File: src/logic/cpm_pkg.sv
// Purpose: shared constants for clock and power-mode control
// Assumes: 20 MHz system clock, word-indexed register port
// Notes: all oscillator sources arrive as raw levels from outside
package cpm_pkg;
	// ---------------------------------------------------------------
	// register indices
	// ---------------------------------------------------------------
	localparam int ADDR_W = 4;
	localparam logic [3:0] REG_PLL_CTRL = 4'h0;
	localparam logic [3:0] REG_PLL_STAT = 4'h1;
	localparam logic [3:0] REG_MAIN_SEL = 4'h2;
	localparam logic [3:0] REG_CORE_DIV = 4'h3;
	localparam logic [3:0] REG_CLOCK_OUTPUT_PIN = 4'h4;
	localparam logic [3:0] REG_PER_EN = 4'h5;
	localparam logic [3:0] REG_PER_DIV0 = 4'h6;
	localparam logic [3:0] REG_WDT_OSC = 4'h8;
	localparam logic [3:0] REG_PMODE = 4'h9;
	localparam logic [3:0] REG_START_EN = 4'ha;
	localparam logic [3:0] REG_STATUS = 4'hb;
	// ---------------------------------------------------------------
	// fields
	// ---------------------------------------------------------------
	localparam int MSEL_LSB = 0;
	localparam int MSEL_W = 5;
	localparam int PSEL_LSB = 5;
	localparam int PSEL_W = 2;
	localparam int PLL_EN_BIT = 7;
	localparam int PLL_REF_BIT = 8;
	localparam int CO_DIV_LSB = 8;
	localparam int DIV_W = 8;
	localparam int WDT_FREQ_W = 9;
	localparam int PM_KEEP_WDT_BIT = 2;
	localparam int PM_KEEP_BOD_BIT = 3;
	localparam int N_START = 13;
	// ---------------------------------------------------------------
	// source codes and reset values
	// ---------------------------------------------------------------
	localparam logic [1:0] SRC_IRC = 2'h0;
	localparam logic [1:0] SRC_SYS = 2'h1;
	localparam logic [1:0] SRC_WDT = 2'h2;
	localparam logic [1:0] SRC_PLL = 2'h3;
	localparam logic [1:0] CO_MAIN = 2'h3;
	localparam logic [1:0] PM_SLEEP = 2'h1;
	localparam logic [1:0] PM_DEEP = 2'h2;
	localparam logic [1:0] PM_OFF = 2'h3;
	localparam logic [7:0] CORE_DIV_RST = 8'h01;
	localparam logic [8:0] WDT_FREQ_RST = 9'h000;
	// ---------------------------------------------------------------
	// timing
	// ---------------------------------------------------------------
	localparam int CLK_NS = 50;
	localparam int CLK_MHZ = 20;
	localparam int LOCK_US = 100;
	localparam int LOCK_CYC = LOCK_US * CLK_MHZ;
	localparam int WAKE_MIN_NS = 50;
	localparam int WAKE_CYC = (WAKE_MIN_NS + CLK_NS - 1) / CLK_NS;
	localparam int LOCK_CNT_W = 12;
	typedef enum logic [1:0] {MODE_RUN, MODE_SLEEP, MODE_DEEP, MODE_OFF}
		cpm_mode_e;
endpackage

File: src/logic/cpm_top.sv
// Purpose: clock source, multiplier, divider and power-mode control
// Assumes: raw oscillator levels and pins are asynchronous to i_clk
// Notes: the multiplier itself is analog; this drives its controls
//
// Operation
// RULE1 - multiplier reference is the 10 to 25 MHz rc or system clock.
// RULE2 - multiplier factor programmable from 1 to 32.
// RULE3 - loop divider keeps the oscillator inside 156 to 320 MHz.
// RULE4 - software keeps synthesized output below 100 MHz.
// RULE5 - post divider offers only 2, 4, 8 or 16.
// RULE6 - after reset the multiplier is powered off and bypassed.
// RULE7 - software configures, enables, waits lock, then selects it.
// RULE8 - lock is reported 100 us after activation.
// RULE9 - clock output pin picks rc, system, watchdog or main clock.
// RULE10 - watchdog oscillator drives core, watchdog or pin; freq set.
// RULE11 - power-up and power-off wake start on the rc oscillator.
// RULE12 - software waits for a source to be stable before using it.
// RULE13 - core rate set by source, multiplier or core divider.
// RULE14 - each peripheral has its own clock enable bit.
// RULE15 - selected peripherals have their own clock dividers.
// RULE16 - sleep stops the core clock; wake just re-enables it.
// RULE17 - peripherals run in sleep; reset or interrupt wakes core.
// RULE18 - deep-sleep also stops analog; watchdog osc and brownout optional.
// RULE19 - thirteen start pins wake the chip from deep-sleep.
// RULE20 - software moves to rc before deep-sleep unless watchdog kept.
// RULE21 - power-off keeps only exit pin; 50 ns low pulse wakes.
// RULE22 - exit pin pulses under about 20 ns are ignored; here any pulse sampled low at one clock edge wakes.
// RULE23 - each start pin has its own interrupt while running.
// RULE24 - main clock switches without runt pulses.
// RULE25 - lock low while multiplier off; unlocked selection ignored.
//
// The address map and the address-and-strobe port were chosen for this implementation.
`timescale 1ns/10ps
module cpm_top import cpm_pkg::*; #(
	parameter int N_PER = 8,
	parameter int N_PDIV = 2
) (
	input wire logic i_clk,
	input wire logic i_rst_b,
	input wire logic i_ce,
	input wire logic [ADDR_W-1:0] i_addr,
	input wire logic [31:0] i_wdata,
	input wire logic i_we,
	input wire logic i_re,
	output logic [31:0] o_rdata,
	input wire logic [2:0] i_osc_raw,
	input wire logic i_pll_raw,
	input wire logic [N_START-1:0] i_start_raw,
	input wire logic i_exit_raw_b,
	input wire logic i_irq_any,
	output logic o_core_clk_en,
	output logic [N_PER-1:0] o_per_clk_en,
	output logic o_clock_output_pin,
	output logic o_pll_pd,
	output logic o_pll_bypass,
	output logic o_pll_ref_sys,
	output logic [MSEL_W-1:0] o_pll_msel,
	output logic [4:0] o_pll_post_div,
	output logic o_analog_off,
	output logic o_wdt_osc_run,
	output logic [WDT_FREQ_W-1:0] o_wdt_freq,
	output logic o_bod_run,
	output logic o_power_off,
	output logic [N_START-1:0] o_start_irq
);
	localparam int SW = N_START + 5;
	localparam int ND = N_PDIV + 2;

	// ---------------------------------------------------------------
	// input synchronisers
	// ---------------------------------------------------------------
	logic [SW-1:0] sync1_reg, sync2_reg;
	logic [N_START-1:0] start_q_reg;
	logic [3:0] src_s;
	logic [N_START-1:0] start_s;
	logic exit_s_b;

	always_ff @(posedge i_clk) begin
		if (!i_rst_b) begin
			sync1_reg <= {1'b1, {(SW-1){1'b0}}};
			sync2_reg <= {1'b1, {(SW-1){1'b0}}};
		end else if (i_ce) begin
			sync1_reg <= {i_exit_raw_b, i_start_raw, i_pll_raw, i_osc_raw};
			sync2_reg <= sync1_reg;
		end
	end
	assign src_s = sync2_reg[3:0];
	assign start_s = sync2_reg[N_START+3:4];
	assign exit_s_b = sync2_reg[SW-1];

	// ---------------------------------------------------------------
	// registers
	// ---------------------------------------------------------------
	cpm_mode_e mode_reg;
	logic [MSEL_W-1:0] msel_reg;
	logic [PSEL_W-1:0] psel_reg;
	logic pll_en_reg, ref_sys_reg, lock_reg;
	logic [1:0] main_sel_reg, co_sel_reg;
	logic [DIV_W-1:0] div_reg [ND];
	logic [N_PER-1:0] per_en_reg;
	logic [WDT_FREQ_W-1:0] wdt_freq_reg;
	logic keep_wdt_reg, keep_bod_reg;
	logic [N_START-1:0] start_en_reg;
	logic [LOCK_CNT_W-1:0] lock_cnt_reg;
	logic [1:0] wake_cnt_reg;
	logic cfg_rst, wr, off_wake, pm_wr, sw_busy, main_clk;
	logic [1:0] cur_sel;

	// core is stopped outside run, so only run-mode writes land
	assign wr = i_we && i_ce && (mode_reg == MODE_RUN);
	assign pm_wr = wr && (i_addr == REG_PMODE);
	// exit pin low at one sample wakes; a 20 ns glitch is missed only when it falls between samples
	assign off_wake = (mode_reg == MODE_OFF) && !exit_s_b && // [RULE22]
		(wake_cnt_reg >= 2'(WAKE_CYC - 1)); // [RULE21]
	assign cfg_rst = !i_rst_b || (off_wake && i_ce); // [RULE11]

	always_ff @(posedge i_clk) begin
		if (cfg_rst) begin
			msel_reg <= '0;
			psel_reg <= '0;
			pll_en_reg <= 1'b0; // [RULE6]
			ref_sys_reg <= 1'b0;
			main_sel_reg <= SRC_IRC; // [RULE11]
			co_sel_reg <= SRC_IRC;
			per_en_reg <= '0;
			wdt_freq_reg <= WDT_FREQ_RST;
			start_en_reg <= '0;
		end else if (wr) begin
			unique case (i_addr)
				REG_PLL_CTRL: begin
					msel_reg <= i_wdata[MSEL_LSB +: MSEL_W]; // [RULE2]
					psel_reg <= i_wdata[PSEL_LSB +: PSEL_W]; // [RULE5]
					pll_en_reg <= i_wdata[PLL_EN_BIT];
					ref_sys_reg <= i_wdata[PLL_REF_BIT]; // [RULE1]
				end
				REG_MAIN_SEL: begin
					if (i_wdata[1:0] != SRC_PLL || lock_reg) begin // [RULE25]
						main_sel_reg <= i_wdata[1:0];
					end
				end
				REG_CLOCK_OUTPUT_PIN: co_sel_reg <= i_wdata[1:0]; // [RULE9]
				REG_PER_EN: per_en_reg <= i_wdata[N_PER-1:0]; // [RULE14]
				REG_WDT_OSC: wdt_freq_reg <= i_wdata[WDT_FREQ_W-1:0]; // [RULE10]
				REG_START_EN: start_en_reg <= i_wdata[N_START-1:0];
				default: ;
			endcase
		end else if (i_ce && main_sel_reg == SRC_PLL && !lock_reg) begin
			main_sel_reg <= SRC_IRC; // [RULE25]
		end
	end

	// divider values: 0 core, 1 clock output, 2.. peripherals
	always_ff @(posedge i_clk) begin
		if (cfg_rst) begin
			for (int k = 0; k < ND; k++) begin
				div_reg[k] <= (k == 0) ? CORE_DIV_RST : '0;
			end
		end else if (wr) begin
			if (i_addr == REG_CORE_DIV) begin
				div_reg[0] <= i_wdata[DIV_W-1:0]; // [RULE13]
			end
			if (i_addr == REG_CLOCK_OUTPUT_PIN) begin
				div_reg[1] <= i_wdata[CO_DIV_LSB +: DIV_W];
			end
			for (int k = 0; k < N_PDIV; k++) begin
				if (i_addr == 4'(REG_PER_DIV0 + k)) begin
					div_reg[k+2] <= i_wdata[DIV_W-1:0]; // [RULE15]
				end
			end
		end
	end

	// ---------------------------------------------------------------
	// multiplier lock timer
	// ---------------------------------------------------------------
	// any rewrite of the controls restarts the settle wait
	always_ff @(posedge i_clk) begin
		if (cfg_rst) begin
			lock_cnt_reg <= '0;
			lock_reg <= 1'b0;
		end else if (i_ce) begin
			if (!pll_en_reg || (wr && i_addr == REG_PLL_CTRL) ||
				mode_reg == MODE_DEEP || mode_reg == MODE_OFF) begin
				lock_cnt_reg <= '0;
				lock_reg <= 1'b0; // [RULE25]
			end else if (lock_cnt_reg == LOCK_CNT_W'(LOCK_CYC - 1)) begin
				lock_reg <= 1'b1; // [RULE8]
			end else begin
				lock_cnt_reg <= LOCK_CNT_W'(lock_cnt_reg + 1'b1);
			end
		end
	end

	// ---------------------------------------------------------------
	// power modes
	// ---------------------------------------------------------------
	logic [N_START-1:0] start_edge;
	logic start_hit;
	assign start_edge = (start_s ^ start_q_reg) & start_en_reg;
	assign start_hit = |start_edge;

	always_ff @(posedge i_clk) begin
		if (!i_rst_b) begin
			mode_reg <= MODE_RUN;
			keep_wdt_reg <= 1'b0;
			keep_bod_reg <= 1'b0;
			wake_cnt_reg <= '0;
			start_q_reg <= '0;
		end else if (i_ce) begin
			start_q_reg <= start_s;
			wake_cnt_reg <= (mode_reg == MODE_OFF && !exit_s_b) ?
				2'(wake_cnt_reg + 1'b1) : '0;
			unique case (mode_reg)
				MODE_RUN: begin
					if (pm_wr) begin
						keep_wdt_reg <= i_wdata[PM_KEEP_WDT_BIT]; // [RULE18]
						keep_bod_reg <= i_wdata[PM_KEEP_BOD_BIT];
						unique case (i_wdata[1:0])
							PM_SLEEP: mode_reg <= MODE_SLEEP; // [RULE16]
							PM_DEEP: mode_reg <= MODE_DEEP;
							PM_OFF: mode_reg <= MODE_OFF;
							default: mode_reg <= MODE_RUN;
						endcase
					end
				end
				MODE_SLEEP: begin
					if (i_irq_any || start_hit) begin
						mode_reg <= MODE_RUN; // [RULE17]
					end
				end
				MODE_DEEP: begin
					if (start_hit) begin
						mode_reg <= MODE_RUN; // [RULE19]
					end
				end
				MODE_OFF: begin
					if (off_wake) begin
						mode_reg <= MODE_RUN; // [RULE21]
					end
				end
			endcase
		end
	end

	// ---------------------------------------------------------------
	// clock tree
	// ---------------------------------------------------------------
	logic main_q_reg, co_q_reg, co_lvl, main_rise, co_rise;
	logic [ND-1:0] div_tick, div_in;

	cpm_clk_switch u_cpm_clk_switch (
		.i_clk(i_clk),
		.i_rst_b(i_rst_b),
		.i_ce(i_ce),
		.i_src({src_s[3] & lock_reg, src_s[2:0]}),
		.i_sel(main_sel_reg),
		.o_clk(main_clk),
		.o_cur(cur_sel),
		.o_busy(sw_busy)
	);

	assign co_lvl = (co_sel_reg == CO_MAIN) ? main_clk : src_s[co_sel_reg];
	// main clock ticks stop in deep-sleep and power-off; clock output stops only in power-off
	assign main_rise = main_clk && !main_q_reg &&
		(mode_reg == MODE_RUN || mode_reg == MODE_SLEEP);
	assign co_rise = co_lvl && !co_q_reg && mode_reg != MODE_OFF;

	always_ff @(posedge i_clk) begin
		if (!i_rst_b) begin
			main_q_reg <= 1'b0;
			co_q_reg <= 1'b0;
		end else if (i_ce) begin
			main_q_reg <= main_clk;
			co_q_reg <= co_lvl;
		end
	end

	genvar g;
	generate
		for (g = 0; g < ND; g++) begin : g_div
			assign div_in[g] = (g == 1) ? co_rise : main_rise;
			cpm_clk_div u_cpm_clk_div (
				.i_clk(i_clk),
				.i_rst_b(i_rst_b),
				.i_ce(i_ce),
				.i_tick(div_in[g]),
				.i_div(div_reg[g]),
				.o_tick(div_tick[g])
			);
		end
	endgenerate

	// ---------------------------------------------------------------
	// outputs
	// ---------------------------------------------------------------
	always_ff @(posedge i_clk) begin
		if (!i_rst_b) begin
			o_core_clk_en <= 1'b0;
			o_per_clk_en <= '0;
			o_clock_output_pin <= 1'b0;
			o_start_irq <= '0;
		end else if (i_ce) begin
			o_core_clk_en <= div_tick[0] && mode_reg == MODE_RUN; // [RULE16]
			for (int k = 0; k < N_PER; k++) begin
				o_per_clk_en[k] <= per_en_reg[k] && // [RULE14]
					((k < N_PDIV) ? div_tick[(k<N_PDIV)?k+2:2] : main_rise);
			end
			if (div_tick[1]) begin
				o_clock_output_pin <= !o_clock_output_pin; // [RULE9]
			end
			o_start_irq <= (mode_reg == MODE_RUN) ? start_edge : '0; // [RULE23]
		end
	end

	always_ff @(posedge i_clk) begin
		if (!i_rst_b) begin
			o_pll_pd <= 1'b1;
			o_pll_bypass <= 1'b1;
			o_pll_ref_sys <= 1'b0;
			o_pll_msel <= '0;
			o_pll_post_div <= 5'h02;
			o_analog_off <= 1'b0;
			o_wdt_osc_run <= 1'b1;
			o_wdt_freq <= WDT_FREQ_RST;
			o_bod_run <= 1'b1;
			o_power_off <= 1'b0;
		end else if (i_ce) begin
			o_pll_pd <= !pll_en_reg || mode_reg != MODE_RUN && // [RULE6]
				mode_reg != MODE_SLEEP;
			o_pll_bypass <= !lock_reg; // [RULE6]
			o_pll_ref_sys <= ref_sys_reg; // [RULE1]
			o_pll_msel <= msel_reg; // [RULE3]
			o_pll_post_div <= 5'(5'h02 << psel_reg); // [RULE5]
			o_analog_off <= mode_reg == MODE_DEEP; // [RULE18]
			o_wdt_osc_run <= mode_reg != MODE_OFF &&
				(mode_reg != MODE_DEEP || keep_wdt_reg); // [RULE10]
			o_wdt_freq <= wdt_freq_reg;
			o_bod_run <= mode_reg != MODE_OFF &&
				(mode_reg != MODE_DEEP || keep_bod_reg);
			o_power_off <= mode_reg == MODE_OFF;
		end
	end

	always_ff @(posedge i_clk) begin
		if (!i_rst_b) begin
			o_rdata <= '0;
		end else if (i_ce) begin
			o_rdata <= '0;
			if (i_re) begin
				unique case (i_addr)
					REG_PLL_CTRL: o_rdata <= 32'({ref_sys_reg, pll_en_reg,
						psel_reg, msel_reg});
					REG_PLL_STAT: o_rdata <= 32'(lock_reg);
					REG_MAIN_SEL: o_rdata <= 32'(main_sel_reg);
					REG_CORE_DIV: o_rdata <= 32'(div_reg[0]);
					REG_CLOCK_OUTPUT_PIN: o_rdata <= 32'({div_reg[1], 6'h00, co_sel_reg});
					REG_PER_EN: o_rdata <= 32'(per_en_reg);
					REG_WDT_OSC: o_rdata <= 32'(wdt_freq_reg);
					REG_PMODE: o_rdata <= 32'({keep_bod_reg, keep_wdt_reg,
						mode_reg});
					REG_START_EN: o_rdata <= 32'(start_en_reg);
					REG_STATUS: o_rdata <= 32'({cur_sel, sw_busy});
					default: begin
						for (int k = 0; k < N_PDIV; k++) begin
							if (i_addr == 4'(REG_PER_DIV0 + k)) begin
								o_rdata <= 32'(div_reg[k+2]);
							end
						end
					end
				endcase
			end
		end
	end
endmodule

File: src/logic/cpm_clk_div.sv
// Purpose: divides a stream of source ticks into one tick per n
// Assumes: i_tick is a one-cycle pulse on the system clock
// Notes: a divide value of zero stops the output
`timescale 1ns/10ps
module cpm_clk_div import cpm_pkg::*; #(
	parameter int W = DIV_W
) (
	input wire logic i_clk,
	input wire logic i_rst_b,
	input wire logic i_ce,
	input wire logic i_tick,
	input wire logic [W-1:0] i_div,
	output logic o_tick
);
	logic [W-1:0] cnt_reg;

	always_ff @(posedge i_clk) begin
		if (!i_rst_b) begin
			cnt_reg <= '0;
			o_tick <= 1'b0;
		end else if (i_ce) begin
			o_tick <= 1'b0;
			if (i_div == '0) begin
				cnt_reg <= '0;
			end else if (i_tick) begin
				if (cnt_reg >= W'(i_div - 1'b1)) begin
					cnt_reg <= '0;
					o_tick <= 1'b1;
				end else begin
					cnt_reg <= W'(cnt_reg + 1'b1);
				end
			end
		end
	end
endmodule

File: src/logic/cpm_clk_switch.sv
// Purpose: runt-free selector between four synchronised clock levels
// Assumes: inputs already passed two flip-flops
// Notes: a dead old source that stops high stalls the switch
`timescale 1ns/10ps
module cpm_clk_switch import cpm_pkg::*; (
	input wire logic i_clk,
	input wire logic i_rst_b,
	input wire logic i_ce,
	input wire logic [3:0] i_src,
	input wire logic [1:0] i_sel,
	output logic o_clk,
	output logic [1:0] o_cur,
	output logic o_busy
);
	typedef enum logic [1:0] {SW_RUN, SW_DRAIN, SW_ARM} cpm_sw_e;
	cpm_sw_e state_reg;
	logic [1:0] tgt_reg;

	// old source is passed until it falls, then output holds low
	// until the new source is low as well [RULE24]
	always_ff @(posedge i_clk) begin
		if (!i_rst_b) begin
			state_reg <= SW_RUN;
			o_cur <= SRC_IRC;
			tgt_reg <= SRC_IRC;
			o_clk <= 1'b0;
		end else if (i_ce) begin
			unique case (state_reg)
				SW_RUN: begin
					o_clk <= i_src[o_cur];
					if (i_sel != o_cur) begin
						tgt_reg <= i_sel;
						state_reg <= SW_DRAIN;
					end
				end
				SW_DRAIN: begin
					o_clk <= i_src[o_cur];
					if (!i_src[o_cur]) begin
						o_cur <= tgt_reg;
						o_clk <= 1'b0;
						state_reg <= SW_ARM;
					end
				end
				SW_ARM: begin
					o_clk <= 1'b0;
					if (!i_src[o_cur]) begin
						state_reg <= SW_RUN;
					end
				end
				default: state_reg <= SW_RUN;
			endcase
		end
	end

	assign o_busy = (state_reg != SW_RUN);
endmodule

File: config.mk
export PLATFORM = sky130hd
export DESIGN_NAME = cpm_top
export DESIGN_NICKNAME = d
export VERILOG_FILES = /design/src/logic/cpm_pkg.sv /design/src/logic/cpm_top.sv /design/src/logic/cpm_clk_div.sv /design/src/logic/cpm_clk_switch.sv
export SDC_FILE = /design/constraint.sdc
export NUM_CORES = 1
export LEC_CHECK = 0
export ABC_CLOCK_PERIOD_IN_PS = 5700
export BUFFER_PORTS_ARGS = -buffer_cell sky130_fd_sc_hd__buf_2
export CORE_UTILIZATION = 60
export CTS_BUF_LIST = sky130_fd_sc_hd__clkbuf_8
export CTS_CLUSTER_DIAMETER = 150
export DETAILED_ROUTE_END_ITERATION = 8
export PLACE_DENSITY_LB_ADDON = 0.12
export SYNTH_ARGS = -nofsm -noshare
export SYNTH_HDL_FRONTEND = slang
export SYNTH_SLANG_ARGS = --single-unit
File: constraint.sdc
create_clock -name i_clk -period 5.7 [get_ports i_clk]
set_input_delay 0.57 -clock i_clk [delete_from_list [all_inputs] [get_ports i_clk]]
set_output_delay 0.57 -clock i_clk [all_outputs]
set_load 0.005 [all_outputs]
Word level (Yosys, flattened, before mapping)
Memory sizes are Yosys's and may differ from the RTL's.
Index checks and enable logic that the tools add are counted.
{ "classes": {"n_addsub": 10, "mul": 0, "div": 0, "magnitude_cmp": 7, "n_eq_ne": 37, "shifts": 1, "mux": 77, "n_bitwise": 8, "n_reduce_logical": 78} }
{ "op_table": {"columns": ["operator", "n"], "rows": [
  ["32-bit one-hot mux with 10 select lines", 1],
  ["8-bit two-way mux", 17],
  ["32-bit two-way mux", 2],
  ["1-bit two-way mux", 36],
  ["8-bit by 1-bit adder with 8-bit output (second input constant)", 4],
  ["8-bit >= comparator", 4],
  ["8-bit zero test", 4],
  ["8-bit by 1-bit subtractor with 8-bit output (second input constant)", 4],
  ["2-bit AND reduction", 13],
  ["1-bit logical AND", 25],
  ["12-bit two-way mux", 2],
  ["2-bit two-way mux", 12],
  ["2-bit != test (second input constant)", 10],
  ["4-bit by 3-bit == test with 1-bit output (second input constant)", 4],
  ["4-bit == test (second input constant)", 4],
  ["2-bit nonzero test", 8],
  ["2-bit == test (second input constant)", 7],
  ["13-bit bitwise AND", 1],
  ["13-bit two-way mux", 1],
  ["13-bit OR reduction", 1],
  ["13-bit bitwise XOR", 1],
  ["12-bit by 1-bit adder with 12-bit output (second input constant)", 1],
  ["12-bit by 11-bit == test with 1-bit output (second input constant)", 1],
  ["2-bit one-hot mux with 3 select lines", 2],
  ["23 further kinds", 53]
]} }
{ "word_totals": {"register_bits": 237, "latchBits": 0, "ramBits": 32, "mem_bits_ro": 0, "input_bits": 60, "output_inout_bits": 81, "wordCells": 266, "memories": 1} }
{ "memory_table": {"columns": ["memory", "depth", "word_bits", "rd", "rd_clocked_by_memory_dff", "wr", "line", "rtl"], "rows": [
  ["div_reg", 4, 8, 4, 0, 4, "cpm_top.sv:99", "logic [DIV_W-1:0] div_reg [ND];"]
]} }

Logic depth before layout (Yosys ltp)
{ "logic_depth": {"word_depth": 8, "mapped_depth": 12} }

Cells and area by module
From an unflattened synthesis, not the netlist that was laid out.
{ "hier_totals": {"cells_unflattened": 1328, "hier_area_um2": 12440.7} }
{ "by_module_without_submodules": {"columns": ["module", "instances", "cells_each", "area_per_inst_um2"], "rows": [
  ["cpm_top", 1, 943, 9137.5],
  ["cpm_clk_div at g_div[0].u_cpm_clk_div ...", 2, 86, 742.0],
  ["cpm_clk_div at g_div[1].u_cpm_clk_div ...", 2, 88, 738.2],
  ["cpm_clk_switch", 1, 37, 342.8]
]} }

Worst setup path after synthesis
Ideal clock, no wire load.
{ "synth_timing": {"path_kind": "register to register", "from": "memory div_reg[1][5]", "to": "register g_div[1].u_cpm_clk_div.cnt_reg[0]", "setup_time_ps": 121, "arrival_time_ps": 2408, "required_ps": 5579, "path_slack_ps": 3171, "path_stages_with_launch": 11, "synth_period_minus_slack_ps": 2529, "cell_sequence": "edfxtp_1 or4_4 nor4_1 xnor2_1 ha_1 nand2_1 nor4_1 a21oi_1 and2b_4 o21ai_4 nor2_1"} }
{ "synth_lines": {"columns": ["item", "line", "rtl"], "rows": [
  ["start, declared", "cpm_top.sv:99", null],
  ["end signal, assigned", "cpm_clk_div.sv:30", "cnt_reg <= W'(cnt_reg + 1'b1);"],
  ["end, declared", "cpm_clk_div.sv:15", "logic [W-1:0] cnt_reg;"]
]} }

Worst setup path after layout
{ "layout_timing": {"from": "input i_ce", "to": "register start_en_reg[12]"} }
{ "layout_between": {"elab_chain_cells": 3} }
{ "layout_lines": {"columns": ["item", "line", "rtl"], "rows": [
  ["start, declared", "cpm_top.sv:40", "input wire logic i_ce,"],
  ["1-bit logical AND (2 in a row)", "cpm_top.sv:110", "assign wr = i_we && i_ce && (mode_reg == MODE_RUN);"],
  ["2-bit AND reduction (no source line)", null, null],
  ["end signal, assigned", "cpm_top.sv:144", "REG_START_EN: start_en_reg <= i_wdata[N_START-1:0];"],
  ["end, declared", "cpm_top.sv:103", "logic [N_START-1:0] start_en_reg;"]
]} }
Parallel ways exist; a longest one is shown, timed or not.
A chain may end at the register's enable or synchronous reset.

==> summary.txt <==
WORST SETUP PATH
------------------------------------------------------------------------------
Critical register-to-register path endpoint                       start_en_reg[12]
Required time worst endpoint                                           6.11 ns
Arrival time worst endpoint                                            3.32 ns
Minimum setup slack among reg-to-reg paths                             2.80 ns
Worst setup path class                                            input pin to flop
Cells on worst reg2reg path                                                  5
Type of origin of the critical path                                  input pin
CP endpoint kind                                                          flop
Crit Reg-Reg Startpoint                                            mode_reg[1]
Max FO, Critical Path                                                       49

CLOCK TREE
------------------------------------------------------------------------------
Total of cells resized after clock tree synthesis                            0
Number of clock buffers inserted by TritonCTS                               42
TritonCTS clock tree                                                     built
Latest clock arrival within the worst-skew pair                        0.54 ns
Post-CTS setup buffer count                                                  0
Clk pin slew, worst setup/hold paths                                   0.06 ns
Level count of the clock H-tree                                              2
Quantity of hold-fixing buffers added after cts                              0
Clock root buffer                                                     clkbuf_8
Maximum number of buffers from clock root to sink                            3
TritonCTS Sinks                                                            250

PWR
------------------------------------------------------------------------------
Final Total Pwr                                                        3640 µW
Share of total power consumed by net switching                           0.244
Power per cell area                                                 265 nW/µm²
Worst-case vdd ir drop                                                0.236 mV
Share of total power in combinational logic                              0.073
Seq pwr share                                                            0.507
Clock power frac                                                         0.420
Internal Power                                                         2750 µW
LEAKAGE                                                             0.00582 µW
Power dissipated by switching net loads                                 889 µW

FINISH
------------------------------------------------------------------------------
Final std cells w/o fill                                                  1691
Fraction of layout instances using a drive strength above 1              0.135
Total Nets Final                                                          1494
Combined area of the multi-input logic cells                          6550 µm²
Total area of sequential cells                                        5330 µm²
Fill count                                                                1666
Synthesis-to-layout area growth                                          11.4%

FLOORPLAN
------------------------------------------------------------------------------
# rows                                                                      52
Chip Width                                                              145 µm
Die area                                                             21100 µm²
Top-level I/O count                                                        141
Area of the placeable core                                           20200 µm²
Die outline height                                                      145 µm
Initial Util                                                             0.610

LOGIC SYNTHESIS
------------------------------------------------------------------------------
Cell area after synthesis                                            12300 µm²
FF+latch count, synth                                                      250
Top cell type's share of synthesized area                                0.354
Top post-synthesis cells by count                                 dfxtp_1 (218), mux2i_1 (114), nor2_1 (110)
Mean post-synth cell area                                             9.48 µm²
Post-synth ARST share                                                        0
Portion of the post-synthesis area used by sequential elements           0.432
Count of distinct cell types in the synthesized netlist                     75
Synthesis warning total                                                      0
Most used flip-flop cell after synthesis                               dfxtp_1
Number of flops mapped to enable cells by yosys                             32
Cell with the most instances after synthesis                           dfxtp_1
Cells after synthesis                                                     1299
Cell type contributing the most total cell area after synthesis        dfxtp_1
Leading post-synthesis cells by cell area                         dfxtp_1 (35%), mux2i_1 (9.3%), edfxtp_1 (7.8%)

STA
------------------------------------------------------------------------------
Worst max-slew margin expressed relative to the limit                    0.282
Post-layout min period                                                 2.91 ns
Worst clock skew on the final layout                                 0.0192 ns
Pins over their slew limit                                                   0
Final setup violating endpoints                                              0
RSZ-0062 raised after global routing                                        no
Final TNS setup                                                           0 ns
Fin. Hold Viols                                                              0
Period utilization                                                       0.511
Hold Worst Slack                                                      0.276 ns
F_max                                                                  344 MHz
Worst slew pin tran                                                    1.07 ns

DETAILED ROUTING
------------------------------------------------------------------------------
Total wire length                                                     29600 µm
Detailed-route wire length per cell                                    17.5 µm
Via/cell ratio                                                            5.67
Number of nets with antenna violations after routing                         0
Number of iterations in the first detailed-routing pass                      7
Total via count in the routed design                                      9583
Initial drt markers                                                        721
DRC viols                                                                    0

PLACED DESIGN
------------------------------------------------------------------------------
Routability-driven placement congestion ratio                            0.897
# port buffers                                                             107
Dpl cells                                                                 1615
HPWL after DPL                                                        20500 µm

GLOBAL ROUTING
------------------------------------------------------------------------------
Overall overflow remaining after global route                                0
Largest net degree at the start of global routing                           80
Total global-route track usage                                           0.280
Wire length of the first global-routing pass                          47500 µm
Antenna violations before repair                                             0
Number of global-route vias before repair                                 9058

WORST HOLD PATH
------------------------------------------------------------------------------
Hold Path Stages                                                             3
Worst Hold Path EP                                                sync1_reg[17]
Hold crit path type                                               input pin to flop
Source of the worst hold timing path                              i_exit_raw_b

RUN STATUS
------------------------------------------------------------------------------
Outcome                                                           complete, no violations

RUN
------------------------------------------------------------------------------
Number of maximum-capacitance constraint violations                          0

## routing by layer
metal,GRT usage,wire length (µm)
met4,0.0874,636
met1,0.403,14000
met3,0.0428,1980
met2,0.430,12900
met5,0,0
## cells in the final DEF, fill, tap and decap left out, types with 17 or more instances in the layout
cell type and n:
inv_1 42, xor2_1 43, dfxtp_1 218, o21ai_0 27
conb_1 17, a22oi_1 17, edfxtp_1 32, nor2b_1 106
nor3_1 17, ha_1 45, a21oi_1 53, nand2_1 108
and2_1 58, buf_2 105, nand3_1 36, clkbuf_8 53
xnor2_1 25, nor2_1 110, mux2i_1 114
## area by class of cell
cell class,count,area share
Antenna cell,1,0.000182
Sequential cell,250,0.388
Inverter,26,0.00712
Timing Repair Buffer,113,0.0427
Clock buffer,53,0.0532
Tap cell,270,0.0246
Clock inverter,22,0.00675
Multi-Input combinational cell,956,0.477
## worst max-delay path, stage by stage
cell and delay (ns):
buf_4 0.54, and4bb_1 0.51, and2_1 0.57, nand2_1 0.66
mux2i_1 0.39, nor2_1 0.06
## stage by stage
step            util  worst slack [ns]  instance area (µm²)
2_1_floorplan      -              3.17                12400
3_3_place_gp   0.639              2.37                12900
3_5_place_dp   0.639              2.33                12900
4_1_cts        0.680              2.85                13700
5_1_grt        0.680              2.57                13700
6_report       0.680              2.79                13700
## worst max-delay path by stage
stage | start | end | slack, ns | cells after the start
CTS | i_ce | start_en_reg[12] | 2.85 | 6
global placement | i_ce | start_en_reg[5] | 2.37 | 6
detailed placement | i_ce | start_en_reg[3] | 2.33 | 6
finish | i_ce | start_en_reg[12] | 2.79 | 6
floorplan | div_reg[1][5] | g_div[1].u_cpm_clk_div.cnt_reg[0] | 3.17 | 10
global route | div_reg[0][5] | g_div[0].u_cpm_clk_div.cnt_reg[0] | 2.57 | 8
## cell families after synthesis
| group | synth area share |
|---|---|
| and+or+nand+nor | 0.213 |
| muxes | 0.100 |
| DFF | 0.432 |
| buffers and inverters | 0.0420 |
| xor gates and xnor gates | 0.0484 |
| AOI/OAI and AO/OA | 0.118 |
| other | 0.000305 |
| adders and majority gates | 0.0457 |
## power by group through the flow
| stage | clock, µW | combinational (µW) | sequential, µW |
|---|---|---|---|
| 4_1_cts | 1560 | 263 | 1840 |
| 3_5_place_dp | 0 | 261 | 1880 |
| 6_report | 1530 | 265 | 1850 |
| 5_1_grt | 1640 | 290 | 1850 |
| 3_3_place_gp | 0 | 257 | 1880 |
| 2_1_floorplan | 0 | 199 | 1870 |
(Power assumes the default switching activity.)
